### config.mk
export PLATFORM = sky130hd
export DESIGN_NAME = reset_break_status_regs
export DESIGN_NICKNAME = d
export VERILOG_FILES = /design/src/include/rbs_pkg.sv /design/src/reset_break_status_regs.sv
export SDC_FILE = /design/constraint.sdc
export NUM_CORES = 1
export LEC_CHECK = 0
export ABC_AREA = 1
export BUFFER_PORTS_ARGS = -buffer_cell sky130_fd_sc_hd__buf_4
export CAP_MARGIN = 20
export CORE_MARGIN = 3
export CORE_UTILIZATION = 36
export CTS_CLUSTER_DIAMETER = 60
export DETAILED_ROUTE_END_ITERATION = 6
export GPL_TIMING_DRIVEN = 0
export PLACE_DENSITY_LB_ADDON = 0.05
export SLEW_MARGIN = 20
export SYNTH_ARGS = -nofsm -noshare
export SYNTH_HDL_FRONTEND = slang
export SYNTH_SLANG_ARGS = --single-unit
### constraint.sdc
create_clock -name aclk -period 1 [get_ports aclk]
set_clock_uncertainty 0.2 [all_clocks]
set_input_delay 0 -clock aclk [delete_from_list [all_inputs] [get_ports aclk]]
set_output_delay 0 -clock aclk [all_outputs]
set_load 0.03 [all_outputs]
### src/include/rbs_pkg.sv
// What this block does
// - exactly three registers in this bank
// - break wait flag shows break ended wait
// - writing zero clears break wait flag
// - bus reset clears break wait flag
// - reading reset status returns then clears
// - power-on sets its flag, clears others
// - other resets set only their own flag
// - external line reset sets its flag
// - watchdog timeout sets its flag
// - illegal opcode sets its flag
// - only illegal opcode fetch address sets flag
// - undervoltage reset sets its flag
// - clear enable bit gates clears in break
// - flag cleared in break stays cleared
// - two-step clears stay protected during break
package rbs_pkg;
	// byte offsets of the three registers
	localparam logic [3:0] off_break_wait_status = 4'h0;
	localparam logic [3:0] off_reset_source_status = 4'h4;
	localparam logic [3:0] off_break_flag_clear_control = 4'h8;
	// bit positions
	localparam int pos_break_wait_flag = 1;
	localparam int pos_break_flag_clear_enable = 7;
	localparam int pos_undervoltage = 1;
	localparam int pos_bad_fetch = 3;
	localparam int pos_bad_opcode = 4;
	localparam int pos_watchdog = 5;
	localparam int pos_pin = 6;
	localparam int pos_power_on = 7;
	// reset values
	localparam logic [7:0] rst_reset_source_status = 8'h80;
	localparam logic rst_break_flag_clear_enable = 1'b0;
	// axi responses
	localparam logic [1:0] resp_okay = 2'h0;
	localparam logic [1:0] resp_slverr = 2'h2;

	// reset cause pulses from the reset controller
	typedef struct packed {
		logic power_on;
		logic pin;
		logic watchdog;
		logic bad_opcode;
		logic bad_fetch;
		logic undervoltage;
	} reset_cause_s;
endpackage : rbs_pkg

### src/reset_break_status_regs.sv
// The implementer's own choices: the register offsets and the AXI4-Lite interface to the registers.
`timescale 1ns/1ps
module reset_break_status_regs (
	// clock and reset
	input wire logic aclk,
	input wire logic aresetn,
	// axi4-lite write address
	input wire logic [3:0] s_awaddr,
	input wire logic s_awvalid,
	output logic s_awready,
	// axi4-lite write data
	input wire logic [31:0] s_wdata,
	input wire logic [3:0] s_wstrb,
	input wire logic s_wvalid,
	output logic s_wready,
	// axi4-lite write response
	output logic [1:0] s_bresp,
	output logic s_bvalid,
	input wire logic s_bready,
	// axi4-lite read address
	input wire logic [3:0] s_araddr,
	input wire logic s_arvalid,
	output logic s_arready,
	// axi4-lite read data
	output logic [31:0] s_rdata,
	output logic [1:0] s_rresp,
	output logic s_rvalid,
	input wire logic s_rready,
	// system events, same clock
	input wire rbs_pkg::reset_cause_s reset_cause,
	input wire logic break_wait_exit,
	input wire logic break_active,
	// to other modules: status clears permitted
	output logic flag_clear_allowed
);
	// held write address and data, either may arrive first
	logic aw_held;
	logic w_held;
	logic [3:0] aw_addr;
	logic [31:0] w_data;
	logic w_lane0;
	logic ar_held;
	logic [3:0] ar_addr;
	// register contents
	logic break_wait_flag;
	logic [7:0] reset_source_status;
	logic break_flag_clear_enable;
	// strobes
	logic wr_go;
	logic rd_go;

	assign s_awready = !aw_held && !s_bvalid;
	assign s_wready = !w_held && !s_bvalid;
	assign s_arready = !ar_held && !s_rvalid;
	// commit when both halves present
	assign wr_go = aw_held && w_held && !s_bvalid;
	assign rd_go = ar_held && !s_rvalid;
	// clears are blocked in break unless enabled
	assign flag_clear_allowed = !break_active || break_flag_clear_enable;

	// decode a byte address to a mapped register
	function automatic logic mapped(input logic [3:0] a);
		mapped = (a == rbs_pkg::off_break_wait_status) ||
			(a == rbs_pkg::off_reset_source_status) ||
			(a == rbs_pkg::off_break_flag_clear_control);
	endfunction : mapped

	// write channel capture
	always_ff @(posedge aclk) begin
		if (!aresetn) begin
			aw_held <= 1'b0;
			w_held <= 1'b0;
			aw_addr <= 4'h0;
			w_data <= 32'h0;
			w_lane0 <= 1'b0;
		end else begin
			if (s_awvalid && s_awready) begin
				aw_held <= 1'b1;
				aw_addr <= s_awaddr;
			end else if (wr_go) begin
				aw_held <= 1'b0;
			end
			if (s_wvalid && s_wready) begin
				w_held <= 1'b1;
				w_data <= s_wdata;
				w_lane0 <= s_wstrb[0];
			end else if (wr_go) begin
				w_held <= 1'b0;
			end
		end
	end

	// write response
	always_ff @(posedge aclk) begin
		if (!aresetn) begin
			s_bvalid <= 1'b0;
			s_bresp <= rbs_pkg::resp_okay;
		end else if (wr_go) begin
			s_bvalid <= 1'b1;
			s_bresp <= mapped(aw_addr) ? rbs_pkg::resp_okay : rbs_pkg::resp_slverr;
		end else if (s_bready) begin
			s_bvalid <= 1'b0;
		end
	end

	// read address capture
	always_ff @(posedge aclk) begin
		if (!aresetn) begin
			ar_held <= 1'b0;
			ar_addr <= 4'h0;
		end else if (s_arvalid && s_arready) begin
			ar_held <= 1'b1;
			ar_addr <= s_araddr;
		end else if (rd_go) begin
			ar_held <= 1'b0;
		end
	end

	// read data, upper bits always zero
	always_ff @(posedge aclk) begin
		if (!aresetn) begin
			s_rvalid <= 1'b0;
			s_rdata <= 32'h0;
			s_rresp <= rbs_pkg::resp_okay;
		end else if (rd_go) begin
			s_rvalid <= 1'b1;
			s_rresp <= mapped(ar_addr) ? rbs_pkg::resp_okay : rbs_pkg::resp_slverr;
			unique case (ar_addr)
				rbs_pkg::off_break_wait_status: begin
					s_rdata <= {30'h0, break_wait_flag, 1'b0};
				end
				rbs_pkg::off_reset_source_status: begin
					s_rdata <= {24'h0, reset_source_status[7:3], 1'b0,
						reset_source_status[1], 1'b0};
				end
				rbs_pkg::off_break_flag_clear_control: begin
					s_rdata <= {24'h0, break_flag_clear_enable, 7'h0};
				end
				default: begin
					s_rdata <= 32'h0;
				end
			endcase
		end else if (s_rready) begin
			s_rvalid <= 1'b0;
		end
	end

	// break wait flag: set beats clear, reset clears
	always_ff @(posedge aclk) begin
		if (!aresetn) begin
			break_wait_flag <= 1'b0;
		end else if (break_wait_exit) begin
			break_wait_flag <= 1'b1;
		end else if (wr_go && w_lane0 && aw_addr == rbs_pkg::off_break_wait_status &&
			!w_data[rbs_pkg::pos_break_wait_flag] && flag_clear_allowed) begin
			break_wait_flag <= 1'b0;
		end
	end

	// reset source flags; they survive the bus reset, only power-on inits them
	always_ff @(posedge aclk) begin
		if (reset_cause.power_on) begin
			reset_source_status <= rbs_pkg::rst_reset_source_status;
		end else begin
			// read clears unless protected by break; new causes win
			if (rd_go && ar_addr == rbs_pkg::off_reset_source_status && flag_clear_allowed) begin
				reset_source_status <= 8'h0;
			end
			if (reset_cause.pin) begin
				reset_source_status[rbs_pkg::pos_pin] <= 1'b1;
			end
			if (reset_cause.watchdog) begin
				reset_source_status[rbs_pkg::pos_watchdog] <= 1'b1;
			end
			if (reset_cause.bad_opcode) begin
				reset_source_status[rbs_pkg::pos_bad_opcode] <= 1'b1;
			end
			if (reset_cause.bad_fetch) begin
				reset_source_status[rbs_pkg::pos_bad_fetch] <= 1'b1;
			end
			if (reset_cause.undervoltage) begin
				reset_source_status[rbs_pkg::pos_undervoltage] <= 1'b1;
			end
		end
	end

	// clear enable control bit
	always_ff @(posedge aclk) begin
		if (!aresetn) begin
			break_flag_clear_enable <= rbs_pkg::rst_break_flag_clear_enable;
		end else if (wr_go && w_lane0 && aw_addr == rbs_pkg::off_break_flag_clear_control) begin
			break_flag_clear_enable <= w_data[rbs_pkg::pos_break_flag_clear_enable];
		end
	end
endmodule : reset_break_status_regs

==> flow_metrics.py <==
metrics = {
    "worst_setup_path": {
        "path_delay_family": "simple AND/OR/NAND/NOR gates",
        "critPathSlowestCell": "dfxtp_4",
        "cp_max_fo": 4,
        "critical_path_class": "reg -> reg",
        "worstPathCellList": "inv_4 > nor2_4 > and2_4 > nand2_2 > a21oi_2",
        "crit_required_ns": 1.02,
        "endpoint_kind": "register",
        "cp.arrival_ns": 1.24,
        "crit_buf_inv": 1,
        "worstSetupStartpointType": "register",
        "slowest_delay_ns": 0.38,
    },
    "yosys": {
        "avgSynthCellArea_um2": 7.49,
        "syn_area_mm2": 0.00144,
        "ys_seq_elements": 32,
        "ys_warn_count": 0,
        "postSynthCellCount": 192,
        "yosysSeqAreaShare_pct": 44.5,
        "synth_cell_type_count": 19,
    },
    "detailed_routing": {
        "routed_wl_um": 3830,
        "route.detailed.drc": 0,
        "drt_iter0_markers": 57,
        "via_count": 1475,
        "viasPerCell": 4.19,
        "detail-route-antenna-nets": 0,
        "drt-pass1-iter-count": 4,
        "wl_per_cell_um": 10.9,
    },
    "layout": {
        "fill_cells": 293,
        "multi_input_area_um2": 858,
        "final_util_pct": 72.2,
        "seq_area_um2": 669,
        "layout_commonest_cell": "buf_4",
        "syn2layout_area_growth_pct": 87.9,
        "num_antenna_cells": 0,
        "nNetsFinal": 362,
        "most-common-layout-cells": "buf_4 (60), conb_1 (28), dlygate4sd3_1 (25), nand2_1 (23), dfxtp_1 (19)",
        "layout-drive-gt1-share_pct": 53.3,
    },
    "status": {
        "violations": "hold timing, setup timing",
        "status": "complete, but fails checks",
    },
    "clock_network": {
        "htreeDepth": 2,
        "cts_buffers": 5,
        "ctsRootBufferMaster": "clkbuf_8",
        "cts.sinks": 32,
        "clockBufferDepth": 2,
        "postCtsHoldBufs": 25,
        "cts_tree": "yes",
        "path_clk_slew_ns": 0.07,
        "insertion_delay_ns": 0.29,
    },
    "power": {
        "total_power_mw": 3.60,
        "vdd_ir_drop_max_mv": 0.986,
        "powerDensity_mw_per_mm2": 1330,
        "p_leak_nw": 1.25,
    },
    "timing": {
        "fin_crit_ns": 1.23,
        "max_slew_margin_pct": 53.7,
        "hold_viol_final": 6,
        "slew_viol_final": 0,
        "max_freq_mhz": 815,
        "fin_crit_sh_pct": 123,
        "hold_ws_ns": -0.0749,
        "rsz0062_at_grt": "true",
        "finalSetupViolCount": 38,
        "setup_ws_ns": -0.227,
        "final.setup.tns_ns": -5.35,
        "tightest_slew_ns": 0.695,
    },
    "grt": {
        "antenna_found_initial": 0,
        "grt_max_degree": 12,
        "grt_pass1_vias": 1416,
        "track_usage_pct": 16.8,
        "grt_overflow": 0,
        "grt_pass1_wl_um": 6340,
    },
    "job": {
        "cap_violations": 0,
    },
    "floorplan": {
        "die_h_um": 69.2,
        "start_util_pct": 38.4,
        "ios": 101,
        "row_count": 22,
        "die-area_mm2": 0.00479,
        "core_mm2": 0.00374,
        "die_w_um": 69.2,
    },
    "placement": {
        "place.detailed.hpwl_um": 2400,
        "place_ws_ns": -0.292,
        "place.gp.congestion": 0.739,
        "io_buffer_count": 39,
    },
    "worst_hold_path": {
        "holdCritPathClass": "in -> reg",
    },
}
state kept, by name (all words and copies together), names as in the netlist, 2 cells and up:
| name | flops |
|---|---|
| ar_addr | 4 |
| aw_addr | 4 |
| reset_source_status | 6 |
| s_rdata | 6 |
| w_data | 2 |
tightest hold or removal path, stage by stage:
cell and delay, ns:
buf_4 0.09, nand2_4 0.07, nand3_4 0.12, a21o_1 0.11
synth_stat cells:
cell / instances / share of area (%)
nand3_2: 1 / 0.70
dfxtp_1: 32 / 45
clkbuf_1: 2 / 0.52
nand2_1: 34 / 8.9
a21o_1: 1 / 0.52
inv_1: 21 / 5.5
buf_4: 28 / 15
conb_1: 1 / 0.26
nand2_2: 1 / 0.44
nor2_4: 1 / 0.78
nand4_1: 1 / 0.44
inv_2: 2 / 0.52
a21oi_1: 27 / 9.4
a211oi_1: 1 / 0.52
and2_2: 1 / 0.52
nor2_2: 2 / 0.87
o21ai_0: 14 / 4.9
nor2_1: 17 / 4.4
nand3_1: 5 / 1.7
logic make-up after synthesis:
kind of cell,after synthesis,share of synthesized area [%]
compound gates,43,15.3
other cells,1,0.261
flops,32,44.5
buf+inv,53,21.1
simple gates,63,18.8
where the power goes:
group	internal [mW]	total, mW	leakage (nW)	switching (mW)
Clock	0.636	1.13	0.0523	0.498
Combinational	0.460	1.02	0.923	0.556
Sequential	1.36	1.45	0.271	0.0860
Total	2.46	3.60	1.25	1.14
metal layers:
metal | vias to the layer above | global-route usage [%] | routed length [µm]
met5 | - | 0 | 0
met2 | 54 | 27.9 | 1850
li1 | 779 | - | -
met4 | 0 | 6.51 | 47
met3 | 6 | 5.07 | 284
met1 | 636 | 20.2 | 1650
cell type report:
cell class	instances	share of cell area [%]
buffer	30	8.05
clock buffer	6	3.47
clock inverter	2	0.463
inverter	23	3.66
multi-input combinational	136	31.7
sequential	32	24.8
tap	48	2.22
timing repair buffer	75	25.6
timing repair:
action	in CTS	in global routing
cloned	2	0
pin swaps	14	9
setup buffers	7	4
setup endpoints to repair	39	45
resized for setup	55	40
hold endpoints to repair	25	3
metrics by stage:
step	area, µm²	cells
2_1_floorplan	1610	219
3_3_place_gp	1960	306
3_5_place_dp	1960	306
4_1_cts	2550	348
5_1_grt	2700	352
6_report	2700	352
path summary, 6_finish.rpt:
kind / slack, ns / startpoint / endpoint / cells past startpoint
max reg2reg: -0.23 / ar_held$_SDFFE_PN0P_ / s_rdata[6]$_SDFFE_PN0P_ / 5
min reg2reg: 0.26 / reset_source_status[4]$_SDFFE_PP0P_ / s_rdata[4]$_SDFFE_PN0P_ / 2
max: -0.23 / ar_held$_SDFFE_PN0P_ / s_rdata[6]$_SDFFE_PN0P_ / 5
min: -0.07 / break_active / reset_source_status[7]$_SDFFE_PP1P_ / 4
Note: power is estimated with default switching activity, not from simulation.
